## src/include/pmicp_pkg.sv

```systemverilog
/*
 * Constants, register layout and carrier types for the power-management
 * two-wire command port.
 * Assumes one 40 MHz clock and a synchronous active-low reset.
 */
package pmicp_pkg;

    // clock and glitch filter timing
    localparam int CLK_PERIOD_NS = 25;
    localparam int GLITCH_NS     = 50;
    localparam int GLITCH_CYC    = (GLITCH_NS + CLK_PERIOD_NS - 1) / CLK_PERIOD_NS;

    // slave addresses of the two variants
    localparam logic [6:0] SLAVE_ADDR_A = 7'h09;
    localparam logic [6:0] SLAVE_ADDR_B = 7'h34;

    // sub-address map
    localparam int         NUM_REGS      = 11;
    localparam logic [3:0] SUB_FIRST     = 4'h1;
    localparam logic [3:0] SUB_LED_SETUP = 4'h7;
    localparam logic [3:0] SUB_LED_CODE  = 4'h8;
    localparam logic [3:0] SUB_STAT_RT   = 4'hC;
    localparam logic [3:0] SUB_STAT_LT   = 4'hD;
    localparam logic [7:0] SUB_INT_CLEAR = 8'h0F;
    localparam logic [3:0] SUB_HI_ZERO   = 4'h0;
    localparam int         DOUBLE_BIT    = 3;

    // reset values
    localparam logic [7:0] RST_BUCK      = 8'h6F;
    localparam logic [7:0] RST_CONV      = 8'h0F;
    localparam logic [7:0] RST_LED_SETUP = 8'h0F;
    localparam logic [7:0] RST_ZERO      = 8'h00;
    localparam logic [7:0] RST_MASK_ALL  = 8'hFF;
    localparam logic [3:0] SUB_LAST_BUCK = 4'h4;
    localparam logic [3:0] SUB_LAST_CONV = 4'h6;
    localparam logic [3:0] SUB_RST_MASK  = 4'hA;

    typedef enum logic [3:0] {
        ST_IDLE     = 4'b0000,
        ST_ADDR     = 4'b0001,
        ST_ADDR_ACK = 4'b0010,
        ST_SUB      = 4'b0011,
        ST_SUB_ACK  = 4'b0100,
        ST_DATA     = 4'b0101,
        ST_DATA_ACK = 4'b0110,
        ST_TX       = 4'b0111,
        ST_TX_ACK   = 4'b1000
    } pmicp_state_t;

    // filtered bus levels and events
    typedef struct packed {
        logic scl;
        logic sda;
        logic scl_rise;
        logic scl_fall;
        logic start;
        logic stop;
    } pmicp_bus_evt_t;

    typedef logic [NUM_REGS:1][7:0] pmicp_regs_t;

    function automatic logic [7:0] pmicp_default(input logic [3:0] idx);
        if (idx <= SUB_LAST_BUCK) begin
            return RST_BUCK;
        end else if (idx <= SUB_LAST_CONV) begin
            return RST_CONV;
        end else if (idx == SUB_LED_SETUP) begin
            return RST_LED_SETUP;
        end else if (idx == SUB_RST_MASK) begin
            return RST_MASK_ALL;
        end else begin
            return RST_ZERO;
        end
    endfunction : pmicp_default

    function automatic pmicp_regs_t pmicp_defaults();
        pmicp_regs_t r;
        for (int i = 1; i <= NUM_REGS; i++) begin
            r[i] = pmicp_default(4'(i));
        end
        return r;
    endfunction : pmicp_defaults

endpackage : pmicp_pkg

```

## src/core/pmicp_port.sv

```systemverilog
/*
 * Two-wire serial slave command port: address match, sub-addressed
 * writes into holding latches, commit to the active command set on stop,
 * single-byte read-back, interrupt clear, and LED current scaling.
 * Assumes the bus pins and the supply monitor level are asynchronous;
 * status bytes come from logic on clk. Open-drain data is modelled as
 * sda_o/sda_oe; the bench resolves the wire.
 */
// Behaviour
//RULE1: low interface supply clears port and registers
//RULE2: filtered inputs, works up to 400 kHz
//RULE3: detect start, sda falls with scl high
//RULE4: detect stop, sda rises with scl high
//RULE5: stop copies held data to active set
//RULE6: bytes are eight bits, msb first, ack
//RULE7: write acks address, sub-address and data
//RULE8: read acks address, sends one byte only
//RULE9: hold sda low across ack clock high
//RULE10: master acknowledges read data byte
//RULE11: one fixed 7-bit address per variant
//RULE12: address lsb selects write or read
//RULE13: acknowledge only on own address
//RULE14: write is address, sub-address, data
//RULE15: acked data byte enters holding latch
//RULE16: master repeats sequence per register
//RULE17: eleven writable registers by sub-address
//RULE18: 8-bit code sets proportional LED current
//RULE19: double-scale bit doubles LED step
//RULE20: clear-interrupt sub-address acts on stop
//RULE21: repeated start read returns selected register
//RULE22: sub-address upper nibble must be zero
//RULE23: ignore writes to unused or read-only
//RULE24: start or stop mid-byte abandons byte
`timescale 1ns/100ps
module pmicp_port #(
    parameter bit VARIANT_B = 1'b0
) (
    // clock and reset
    input  wire logic                  clk,
    input  wire logic                  rst_n,
    // interface logic supply monitor, high when above lockout
    input  wire logic                  supply_ok,
    // serial bus
    input  wire logic                  scl_i,
    input  wire logic                  sda_i,
    output logic                       sda_o,
    output logic                       sda_oe,
    // status bytes for read-back
    input  wire logic [7:0]            status_rt,
    input  wire logic [7:0]            status_latched,
    // command set and effects
    output pmicp_pkg::pmicp_regs_t     cmd_regs,
    output logic [8:0]                 led_sink_steps,
    output logic                       int_clear
);
    localparam logic [6:0] OWN_ADDR = VARIANT_B ? pmicp_pkg::SLAVE_ADDR_B
                                                : pmicp_pkg::SLAVE_ADDR_A;

    pmicp_pkg::pmicp_state_t   state_q;
    pmicp_pkg::pmicp_bus_evt_t evt;
    pmicp_pkg::pmicp_regs_t    hold_q;
    logic [1:0]                supply_sync_q;
    logic                      clear;
    logic [7:0]                shreg_q;
    logic [7:0]                tx_q;
    logic [2:0]                bit_cnt_q;
    logic [2:0]                tx_cnt_q;
    logic                      got8_q;
    logic [7:0]                sub_q;
    logic                      clr_armed_q;
    logic                      ack_now;
    logic                      sub_ok;

    // supply monitor comes from outside the clock domain
    always_ff @(posedge clk) begin
        supply_sync_q <= {supply_sync_q[0], supply_ok};
    end

    assign clear = !rst_n || !supply_sync_q[1]; // RULE1

    pmicp_line_filter #(
        .FILT_CYC (pmicp_pkg::GLITCH_CYC)
    ) u_filter (
        .clk   (clk),
        .rst_n (rst_n),
        .clear (clear),
        .scl_i (scl_i),
        .sda_i (sda_i),
        .evt   (evt)
    ); // RULE2

    function automatic logic sub_writable(input logic [7:0] sub);
        return (sub[7:4] == pmicp_pkg::SUB_HI_ZERO) &&
               (sub[3:0] >= pmicp_pkg::SUB_FIRST) &&
               (32'(sub[3:0]) <= pmicp_pkg::NUM_REGS);
    endfunction : sub_writable

    assign sub_ok = sub_writable(sub_q); // RULE22 RULE23

    // ack decision on the falling edge after the eighth bit
    always_comb begin
        ack_now = 1'b0;
        if (state_q == pmicp_pkg::ST_ADDR) begin
            ack_now = (shreg_q[7:1] == OWN_ADDR); // RULE11 RULE13
        end else if (state_q == pmicp_pkg::ST_SUB || state_q == pmicp_pkg::ST_DATA) begin
            ack_now = 1'b1; // RULE7
        end
    end

    // byte shifter, msb first
    always_ff @(posedge clk) begin
        if (clear || evt.start || evt.stop) begin
            bit_cnt_q <= 3'h0; // RULE24
            got8_q    <= 1'b0;
        end else if (evt.scl_rise && (state_q == pmicp_pkg::ST_ADDR ||
                     state_q == pmicp_pkg::ST_SUB || state_q == pmicp_pkg::ST_DATA)) begin
            shreg_q   <= {shreg_q[6:0], evt.sda}; // RULE6
            bit_cnt_q <= bit_cnt_q + 3'h1;
            got8_q    <= (bit_cnt_q == 3'h7);
        end else if (evt.scl_fall && got8_q) begin
            got8_q <= 1'b0;
        end
    end

    // transaction sequencer and data line drive
    always_ff @(posedge clk) begin
        if (clear || evt.stop) begin
            state_q <= pmicp_pkg::ST_IDLE; // RULE1 RULE4
            sda_oe  <= 1'b0;
        end else if (evt.start) begin
            state_q <= pmicp_pkg::ST_ADDR; // RULE3 RULE21
            sda_oe  <= 1'b0;
        end else if (evt.scl_fall) begin
            case (state_q)
                pmicp_pkg::ST_ADDR, pmicp_pkg::ST_SUB, pmicp_pkg::ST_DATA: begin
                    if (got8_q) begin
                        sda_oe  <= ack_now; // RULE9
                        state_q <= !ack_now ? pmicp_pkg::ST_IDLE :
                                   state_q == pmicp_pkg::ST_ADDR ? pmicp_pkg::ST_ADDR_ACK :
                                   state_q == pmicp_pkg::ST_SUB  ? pmicp_pkg::ST_SUB_ACK :
                                                                   pmicp_pkg::ST_DATA_ACK;
                    end
                end
                pmicp_pkg::ST_ADDR_ACK: begin
                    if (shreg_q[0]) begin
                        sda_oe  <= ~tx_q[7]; // RULE8
                        state_q <= pmicp_pkg::ST_TX;
                    end else begin
                        sda_oe  <= 1'b0;
                        state_q <= pmicp_pkg::ST_SUB; // RULE12 RULE14
                    end
                end
                pmicp_pkg::ST_SUB_ACK: begin
                    sda_oe  <= 1'b0;
                    state_q <= pmicp_pkg::ST_DATA;
                end
                pmicp_pkg::ST_DATA_ACK: begin
                    sda_oe  <= 1'b0;
                    state_q <= pmicp_pkg::ST_SUB; // RULE16
                end
                pmicp_pkg::ST_TX: begin
                    if (tx_cnt_q == 3'h7) begin
                        sda_oe  <= 1'b0; // RULE8
                        state_q <= pmicp_pkg::ST_TX_ACK;
                    end else begin
                        sda_oe <= ~tx_q[6];
                    end
                end
                pmicp_pkg::ST_TX_ACK: begin
                    state_q <= pmicp_pkg::ST_IDLE; // RULE8 RULE10
                end
                default: begin
                    state_q <= pmicp_pkg::ST_IDLE;
                    sda_oe  <= 1'b0;
                end
            endcase
        end
    end

    // own transmit count: the receive counter does not move while sending
    always_ff @(posedge clk) begin
        if (clear || evt.start || evt.stop) begin
            tx_cnt_q <= 3'h0;
        end else if (evt.scl_fall && state_q == pmicp_pkg::ST_TX) begin
            tx_cnt_q <= tx_cnt_q + 3'h1;
        end
    end

    // read-back byte, loaded at the end of every address byte, matched or not
    always_ff @(posedge clk) begin
        if (clear) begin
            tx_q <= 8'h00;
        end else if (evt.scl_fall && state_q == pmicp_pkg::ST_ADDR && got8_q) begin
            if (sub_ok) begin
                tx_q <= hold_q[sub_q[3:0]]; // RULE21
            end else if (sub_q == {pmicp_pkg::SUB_HI_ZERO, pmicp_pkg::SUB_STAT_RT}) begin
                tx_q <= status_rt;
            end else if (sub_q == {pmicp_pkg::SUB_HI_ZERO, pmicp_pkg::SUB_STAT_LT}) begin
                tx_q <= status_latched;
            end else begin
                tx_q <= 8'h00;
            end
        end else if (evt.scl_fall && state_q == pmicp_pkg::ST_TX) begin
            tx_q <= {tx_q[6:0], 1'b0}; // RULE6
        end
    end

    // sub-address pointer survives a repeated start for read-back
    always_ff @(posedge clk) begin
        if (clear) begin
            sub_q <= 8'h00;
        end else if (evt.scl_fall && state_q == pmicp_pkg::ST_SUB && got8_q) begin
            sub_q <= shreg_q;
        end else if (evt.stop && got8_q == 1'b0 && state_q == pmicp_pkg::ST_SUB
                     && bit_cnt_q != 3'h0) begin
            sub_q <= 8'h00; // RULE24
        end
    end

    // holding latches take each acked data byte with a writable sub-address
    always_ff @(posedge clk) begin
        if (clear) begin
            hold_q <= pmicp_pkg::pmicp_defaults(); // RULE1
        end else if (evt.scl_fall && state_q == pmicp_pkg::ST_DATA && got8_q && sub_ok) begin
            hold_q[sub_q[3:0]] <= shreg_q; // RULE15 RULE17 RULE23
        end
    end

    // nothing reaches the command set before the stop
    always_ff @(posedge clk) begin
        if (clear) begin
            cmd_regs <= pmicp_pkg::pmicp_defaults(); // RULE1
        end else if (evt.stop) begin
            cmd_regs <= hold_q; // RULE5
        end
    end

    // clear interrupt needs no data byte; it fires on the stop
    always_ff @(posedge clk) begin
        if (clear) begin
            clr_armed_q <= 1'b0;
            int_clear   <= 1'b0;
        end else begin
            int_clear <= evt.stop && clr_armed_q; // RULE20
            if (evt.stop || evt.start) begin
                clr_armed_q <= 1'b0;
            end else if (evt.scl_fall && state_q == pmicp_pkg::ST_SUB && got8_q) begin
                clr_armed_q <= (shreg_q == pmicp_pkg::SUB_INT_CLEAR); // RULE20
            end
        end
    end

    // sink current in code steps, doubled when double-scale is set
    always_ff @(posedge clk) begin
        if (clear) begin
            led_sink_steps <= 9'h000;
        end else if (cmd_regs[pmicp_pkg::SUB_LED_SETUP][pmicp_pkg::DOUBLE_BIT]) begin
            led_sink_steps <= {cmd_regs[pmicp_pkg::SUB_LED_CODE], 1'b0}; // RULE19
        end else begin
            led_sink_steps <= {1'b0, cmd_regs[pmicp_pkg::SUB_LED_CODE]}; // RULE18
        end
    end

    // open drain: only ever pulls low
    always_ff @(posedge clk) begin
        sda_o <= 1'b0;
    end
endmodule : pmicp_port

```

## src/core/pmicp_line_filter.sv

```systemverilog
/*
 * Synchroniser and glitch filter for the serial clock and data lines,
 * plus detection of clock edges and start/stop conditions.
 * Assumes the pins are asynchronous to clk; outputs are registered.
 */
`timescale 1ns/100ps
module pmicp_line_filter #(
    parameter int FILT_CYC = pmicp_pkg::GLITCH_CYC
) (
    // clock and reset
    input  wire logic                     clk,
    input  wire logic                     rst_n,
    input  wire logic                     clear,
    // raw lines
    input  wire logic                     scl_i,
    input  wire logic                     sda_i,
    // filtered result
    output pmicp_pkg::pmicp_bus_evt_t     evt
);
    logic [1:0] meta_q;
    logic [1:0] sync_q;
    logic [1:0] clean_q;
    logic [1:0] cnt_q [2];

    always_ff @(posedge clk) begin
        meta_q <= {scl_i, sda_i};
        sync_q <= meta_q;
    end

    // a level must hold for FILT_CYC cycles before it is believed
    always_ff @(posedge clk) begin
        for (int i = 0; i < 2; i++) begin
            if (!rst_n || clear) begin
                clean_q[i] <= 1'b1;
                cnt_q[i]   <= 2'h0;
            end else if (sync_q[i] == clean_q[i]) begin
                cnt_q[i] <= 2'h0;
            end else if (32'(cnt_q[i]) >= FILT_CYC - 1) begin
                clean_q[i] <= sync_q[i];
                cnt_q[i]   <= 2'h0;
            end else begin
                cnt_q[i] <= cnt_q[i] + 2'h1;
            end
        end
    end

    always_ff @(posedge clk) begin
        if (!rst_n || clear) begin
            evt <= '{scl: 1'b1, sda: 1'b1, default: 1'b0};
        end else begin
            evt.scl      <= clean_q[1];
            evt.sda      <= clean_q[0];
            evt.scl_rise <= clean_q[1] & ~evt.scl;
            evt.scl_fall <= ~clean_q[1] & evt.scl;
            evt.start    <= clean_q[1] & evt.scl & evt.sda & ~clean_q[0];
            evt.stop     <= clean_q[1] & evt.scl & ~evt.sda & clean_q[0];
        end
    end

endmodule : pmicp_line_filter

```

## config.mk

```make
export PLATFORM = sky130hd
export DESIGN_NAME = pmicp_port
export DESIGN_NICKNAME = d
export VERILOG_FILES = /design/src/include/pmicp_pkg.sv /design/src/core/pmicp_port.sv /design/src/core/pmicp_line_filter.sv
export SDC_FILE = /design/constraint.sdc
export NUM_CORES = 1
export LEC_CHECK = 0
export ABC_CLOCK_PERIOD_IN_PS = 3100
export BUFFER_PORTS_ARGS = -buffer_cell sky130_fd_sc_hd__clkbuf_2
export CAP_MARGIN = 20
export CORE_UTILIZATION = 40
export DETAILED_ROUTE_END_ITERATION = 6
export PLACE_DENSITY = 0.69
export SLEW_MARGIN = 20
export SYNTH_ARGS = -nofsm -noshare
export SYNTH_HDL_FRONTEND = slang
export SYNTH_SLANG_ARGS = --single-unit
```

## constraint.sdc

```tcl
create_clock -name clk -period 3.1 [get_ports clk]
set_input_delay 0.62 -clock clk [delete_from_list [all_inputs] [get_ports clk]]
set_output_delay 0.62 -clock clk [all_outputs]
set_load 0.05 [all_outputs]
```

==> metrics.md, run 1 <==
| Metric | Value |
|---|---|
| Sequential share of the synthesized area | `0.503` |
| Gates resized, CTS repair | `0` |
| # hold bufs at CTS | `0` |
| Worst-path maximum fanout | `30` |
| Ys async rst share | `0` |
| Num rows | `56` |
| Top cells by count, synth | `dfxtp_1 (229), mux2i_1 (164), nand2_1 (143)` |
| Area Growth Syn to Fin | `17.2%` |
| DIE AREA | `25200 um2` |
| Met3 usage | `0.0350` |
| Final instance area | `11500 um2` |
| Nets | `1158` |
| Yosys reg bits | `241` |
| Syn Std Cell Area | `9820 um2` |
| Worst reg2reg path depth | `5` |
| Routed WL | `26100 um` |
| Max-cap violations | `0` |
| Crit. End Element | `flop` |
| I/O Buffers | `119` |
| EDFF count, synth | `12` |
| Unique cell type count in the Yosys netlist | `59` |
| Worst setup path startpoint | `sub_q[1]` |
| Leakage Power | `4.18 nW` |
| Most frequent cell after synthesis | `dfxtp_1` |
| Die Wd | `159 um` |
| Die height | `159 um` |
| Clk buf depth | `3` |
| Final hold vios | `0` |
| Clk sinks | `241` |
| Hold Path Class | `in2reg` |
| DR DRC count | `0` |
| Fin. max-slew vios | `0` |
| GRT overflow | `0` |
| WP data arrival | `2.91 ns` |
| Clock transition at path regs | `0.07 ns` |
| CP required | `3.50 ns` |
| Root buf cell | `clkbuf_16` |
| Syn avg cell area | `9.48 um2` |
| Routed len/inst | `17.7 um` |
| HPWL reported at the end of detailed placement | `17800 um` |
| Worst r2r src | `sub_q[1]` |
| Via count | `7896` |
| Global Route Usage Sum | `0.202` |
| Share of layout cells above drive strength 1 | `0.184` |
| Setup_tns | `0 ns` |
| H-tree depth | `1` |
| Synth warn | `0` |
| Peak supply drop | `326 uV` |
| DR pass1 iterations | `5` |
| CTS Buf Count | `25` |
| Worst-Margin Slew | `1.05 ns` |
| Final worst path period need | `2.51 ns` |
| Maximum clock frequency | `398 MHz` |
| Setup Skew | `0.00515 ns` |
| Dpl cell area | `10700 um2` |
| Met1 GRT Util | `0.290` |
| Startpoint Class | `flop` |
| Classification of the worst setup path | `reg2reg` |
| Period utilisation layout | `0.810` |
| FF-to-FF setup slack | `0.59 ns` |
| Setup repair after global routing missed its margin | `false` |
| Diodes inserted | `0` |
| Top FF cell, synth | `dfxtp_1` |
| Hold EP | `u_filter.meta_q[0]` |
| Num ports | `121` |
| Initial DRC count | `815` |
| Clk_lat worst skew | `0.53 ns` |
| Number of global-route vias before repair | `7324` |
| Slew HR | `0.298` |
| Antenna Nets Post-Route | `0` |
| Post-CTS Setup Bufs | `0` |
| Core Box Area | `23800 um2` |
| Pwr Density | `533 nW/um2` |
| GRT busiest layer | `met2` |
| Share of the synthesized area in the top cell type | `0.467` |
| Status | `complete, no violations` |
| First-pass GRT wire length | `41100 um` |
| Met2 Use GR | `0.308` |
| TritonCTS clock tree | `yes` |
| Final setup fails | `0` |
| Hold path start | `sda_i` |
| Cells after Synth | `1036` |
| Starting Density | `0.414` |
| Worst hold path depth | `1` |
| Pin count of the biggest net entering global routing | `100` |
| Via/cell ratio | `5.38` |
| Synth area leaders | `dfxtp_1 (47%), mux2i_1 (17%), nand2_1 (5.5%), nand3_1 (4.2%), nor2_1 (3.8%)` |
| Initial antenna violation count | `0` |
| GPL Wtd Cong | `0.911` |
| Reg-to-reg endpoint | `tx_q[0]` |
| Final Power | `6.14 mW` |
| Synth area leader | `dfxtp_1` |
[critical path, stage by stage, from the launching register on]
cell and delay [ns]:
dfxtp_2 0.81, buf_4 0.44, mux2i_1 0.29, o22ai_1 0.15, nor4_1 0.57, o31ai_1 0.11
[through the flow]
stage | util | hold slack [ns] | setup WS, ns | std cells
after CTS | 0.485 | 0.174 | 0.655 | 1468
after floorplan | - | 0.310 | 1.00 | 1039
after detailed placement | 0.450 | 0.312 | 0.655 | 1422
after global routing | 0.485 | 0.176 | 0.479 | 1468
final | 0.485 | 0.192 | 0.589 | 1468
after global placement | 0.450 | 0.312 | 0.700 | 1422
[cells by family after synthesis]
kind of cell	Yosys count	synth area share
other	2	0.000765
AO/OA/AOI/OAI	128	0.0817
flip-flops	241	0.503
AND/OR/NAND/NOR	390	0.185
XOR/XNOR	4	0.00357
adder cells (fa/ha/maj)	7	0.00892
buffers and inverters	93	0.0383
multiplexers	171	0.179
[sequential cells by signal, summed over array words and instances, names as in the netlist, 3 cells and up]
name            count
sub_q               8
state_q             4
u_filter.cnt_q      4
tx_cnt_q            3
shreg_q             8
u_filter.evt        6
hold_q             88
bit_cnt_q           3
cmd_regs           88
led_sink_steps      9
tx_q                8
[cell type report]
| cell class | instances | area [um2] |
|---|---|---|
| inverters | 17 | 63.8 |
| flip-flops and latches | 241 | 4950 |
| well taps | 319 | 399 |
| fillers | 2217 | 12200 |
| repair buffers | 140 | 766 |
| clock buffers | 33 | 717 |
| clock inverters | 13 | 95.1 |
| multi-input cells | 705 | 4520 |
[routing by layer]
layer / vias to the layer above / share of wire
li1: 3802 / -
met1: 3755 / 0.47
met2: 300 / 0.44
met3: 39 / 0.076
met4: 0 / 0.020
met5: - / 0
[how the worst max path moves through the flow]
stage                            end  slack, ns  depth (start not counted)
after global routing         tx_q[1]       0.48                          6
after detailed placement     tx_q[1]       0.65                          6
after floorplan           shreg_q[0]       1.00                          4
after global placement       tx_q[1]       0.70                          6
final                        tx_q[0]       0.59                          5
after CTS                    tx_q[1]       0.66                          6
[layout by cell type (no fill, tap or decap), types with 8 or more instances in the layout]
master | synthesis | routed
dfxtp_1 | 229 | 227
mux2i_1 | 164 | 164
nand2_1 | 143 | 142
clkbuf_2 | 0 | 119
nor2_1 | 100 | 100
nand3_1 | 82 | 82
a21oi_1 | 37 | 37
clkbuf_16 | 0 | 26
o21ai_0 | 25 | 25
buf_4 | 4 | 20
o22ai_1 | 18 | 18
inv_1 | 17 | 17
a22oi_1 | 12 | 12
edfxtp_1 | 12 | 12
nand2b_1 | 8 | 8
[report_power, final]
part	internal, mW	switching, mW
Clock	1.65	1.27
Sequential	3.13	0.00612
Combinational	0.0256	0.0646
Power figures use the tool's default switching activity.
==> run 2: changes to the inputs <==
--- a/config.mk
+++ b/config.mk
@@ -5,12 +5,12 @@
 export SDC_FILE = /design/constraint.sdc
 export NUM_CORES = 1
 export LEC_CHECK = 0
-export ABC_CLOCK_PERIOD_IN_PS = 3100
+export ABC_CLOCK_PERIOD_IN_PS = 2100
 export BUFFER_PORTS_ARGS = -buffer_cell sky130_fd_sc_hd__clkbuf_2
 export CAP_MARGIN = 20
 export CORE_UTILIZATION = 40
 export DETAILED_ROUTE_END_ITERATION = 6
-export PLACE_DENSITY = 0.69
+export PLACE_DENSITY = 0.71
 export SLEW_MARGIN = 20
 export SYNTH_ARGS = -nofsm -noshare
 export SYNTH_HDL_FRONTEND = slang
==> constraint.sdc (replaced) <==
create_clock -name clk -period 2.1 [get_ports clk]
set_input_delay 0.42 -clock clk [delete_from_list [all_inputs] [get_ports clk]]
set_output_delay 0.42 -clock clk [all_outputs]
set_load 0.05 [all_outputs]
==> run 2 against run 1 <==
Against the previous run:
- clock power grew 57%
- combinational power rose by 59%
- non-clock buffer count rose by 38
- sequential power grew 48%
- first-iteration DRC count down 3.8%
- sequential share of layout area decreased by 1.4 points
- critical path depth increased by 1
- via count grew 1.2%
- clock-buffer cell count is 1 higher
==> metrics.md, run 2 (synthesis results as in run 1) <==
| Metric | Value |
|---|---|
| Worst-Margin Slew | `0.620 ns (-0.433 ns)` |
| Dpl cell area | `11000 um2 (+2.7%)` |
| Pin count of the biggest net entering global routing | `82 (-18%)` |
| P_sw | `1.90 mW (+41%)` |
| Die height | `159 um (unchanged)` |
| Fin. max-slew vios | `0 (unchanged)` |
| FF-to-FF setup slack | `0.06 ns (-0.53 ns)` |
| GRT overflow | `0 (unchanged)` |
| Crit. End Element | `flop` |
| DIE AREA | `25200 um2 (unchanged)` |
| Pwr Density | `785 nW/um2 (+47%)` |
| Routed WL | `26000 um (about the same)` |
| Leakage Power | `4.41 nW (+5.6%)` |
| Clk sinks | `241 (unchanged)` |
| Final core occ | `0.501 (+0.0167)` |
| Num rows | `56 (unchanged)` |
| Most frequent cells in the layout | `dfxtp_1 (225), mux2i_1 (164), nand2_1 (139), clkbuf_2 (119), nor2_1 (100)` |
| GPL Wtd Cong | `0.891 (-2.3%)` |
| Worst-path maximum fanout | `8 (-73%)` |
| Most common cell after layout, fill and taps aside | `dfxtp_1` |
| Period utilisation layout | `0.972 (+0.162)` |
| Final worst path period need | `2.04 ns (-0.470 ns)` |
| CP max stage cell | `or4_4` |
| Setup Skew | `0.0114 ns (+0.00622 ns)` |
| Worst r2r src | `sub_q[6]` |
| H-tree depth | `1 (unchanged)` |
| Area Growth Syn to Fin | `21.2%` |
| Final non-filler cell total | `1505 (+2.5%)` |
| Classification of the worst setup path | `reg2reg` |
| Slew HR | `0.586 (+0.288)` |
| Worst hold margin | `0.322 ns (+0.129 ns)` |
| Seq pwr share | `0.495 (-0.015)` |
| Hold Path Class | `reg2reg` |
| Max-cap violations | `0 (unchanged)` |
| Global Route Usage Sum | `0.203 (+0.00111)` |
| First-pass GRT wire length | `41400 um (+0.64%)` |
| Critical path, cell by cell | `or4_4 -> nor4_4 -> nor2b_2 -> buf_6 -> mux2i_1 -> nor2_1` |
| Final setup fails | `0 (unchanged)` |
| HPWL reported at the end of detailed placement | `18200 um (+2.4%)` |
| WP data arrival | `2.43 ns (-0.48 ns)` |
| DR DRC count | `0 (unchanged)` |
| Core Box Area | `23800 um2 (unchanged)` |
| P_int | `7.45 mW (+55%)` |
| Regs by FF count | `cmd_regs: 88 flops, hold_q: 88 flops, led_sink_steps: 9 flops` |
| Peak supply drop | `594 uV (+82%)` |
| Setup repair after global routing missed its margin | `true` |
| Nets | `1196 (+3.3%)` |
| Root buf cell | `clkbuf_16` |
| Reg-to-reg endpoint | `hold_q[83]` |
| Diodes inserted | `0 (unchanged)` |
| Routed len/inst | `17.3 um (-2.5%)` |
| Sw frac | `0.203 (-0.0154)` |
| I/O Buffers | `119 (unchanged)` |
| Share of layout cells above drive strength 1 | `0.207 (+0.0238)` |
| Via count | `7993 (+1.2%)` |
| Starting Density | `0.414 (unchanged)` |
| Final hold vios | `0 (unchanged)` |
| Number of global-route vias before repair | `7431 (+1.5%)` |
| DR pass1 iterations | `5 (unchanged)` |
| CP required | `2.49 ns (-1.01 ns)` |
| CP endpoint | `hold_q[83]` |
| Initial antenna violation count | `0 (unchanged)` |
| Setup_tns | `0 ns (unchanged)` |
| Via/cell ratio | `5.31 (-1.3%)` |
| Placed Cells | `1454 (+2.3%)` |
| Num ports | `121 (unchanged)` |
| CTS Buf Count | `25 (unchanged)` |
| Maximum clock frequency | `490 MHz (+23%)` |
| Max incr delay on CP | `0.58 ns (-0.23 ns)` |
| Final instance area | `11900 um2 (+3.4%)` |
| Antenna Nets Post-Route | `0 (unchanged)` |
| Worst reg2reg path depth | `6 (+1)` |
| Clock transition at path regs | `0.06 ns (about the same)` |
| Clk_lat worst skew | `0.52 ns (about the same)` |
| Initial DRC count | `784 (-3.8%)` |
| Worst setup path startpoint | `sub_q[6]` |
| Clk buf depth | `3 (unchanged)` |
| Startpoint Class | `flop` |
| Gate power share | `0.015 (about the same)` |
| TritonCTS clock tree | `yes` |
| Status | `complete, no violations` |
| Die Wd | `159 um (unchanged)` |
| Clock power frac | `0.490 (+0.015)` |
## run 2: changes by cell type in the layout (fill, tap and decap cells not counted), moves of 3 or more
cell           before  now
clkinv_2            6    3
buf_12              1    5
nand2_1           142  139
buf_4              20   48
nand2_2             3    6
bufinv_16           0    4
dlygate4sd3_1       0    3
clkinvlp_4          6    1
clkbuf_1            3    6
## run 2: layer usage
| layer | up-vias | track usage | routed length (um) |
|---|---|---|---|
| li1 | 3886 | - | - |
| met1 | 3768 | 0.291 | 12100 |
| met2 | 290 | 0.309 | 11400 |
| met3 | 49 | 0.0300 | 1800 |
| met4 | 0 | 0.0653 | 664 |
| met5 | - | 0 | 0 |
## run 2: worst min path at each step
stage,startpoint,to,cells past startpoint
global placement,supply_sync_q[0],supply_sync_q[1],0
CTS,u_filter.meta_q[1],u_filter.sync_q[1],0
floorplan,supply_sync_q[0],supply_sync_q[1],0
finish,u_filter.meta_q[1],u_filter.sync_q[1],0
detailed placement,u_filter.meta_q[1],u_filter.sync_q[1],0
global route,u_filter.meta_q[1],u_filter.sync_q[1],0
## run 2: power groups by stage
stage	clock [mW]	sequential (mW)	combinational, mW
final	4.58	4.62	0.143
after global routing	4.87	4.62	0.157
after CTS	4.67	4.62	0.143
after detailed placement	0	4.72	0.138
after global placement	0	4.72	0.138
after floorplan	0	4.72	0.0913
## run 2: final cells by class
cell class | instances | area (um2)
inverter | 17 | 63.8
tap | 319 | 399
sequential | 241 | 4950
fill | 2222 | 11800
clock buffer | 34 | 689
timing repair buffer | 178 | 1110
multi-input combinational | 705 | 4530
clock inverter | 11 | 159
## run 2: critical path, delay by kind of cell (launching register included)
| kind | cells | cell delay (ns) |
|---|---|---|
| and+or+nand+nor | 4 | 1.20 |
| muxes | 1 | 0.21 |
| buffers and inverters | 1 | 0.17 |
| DFF | 1 | 0.33 |
## run 2: stage by stage
step                power (mW)  setup WS [ns]
floorplan                 4.81          0.115
global placement          4.86         0.0363
detailed placement        4.86        -0.0223
CTS                       9.43         0.0304
global route              9.65        -0.0427
finish                    9.35         0.0596
## run 2: timing repair
item                                   CTS  global route
hold buffers                             3             0
resized for setup                        1             7
endpoints found under the hold margin    3             0
cloned                                   0             1
pin swaps                                0             2
buffers inserted                         0             2
setup endpoints to repair                7            41
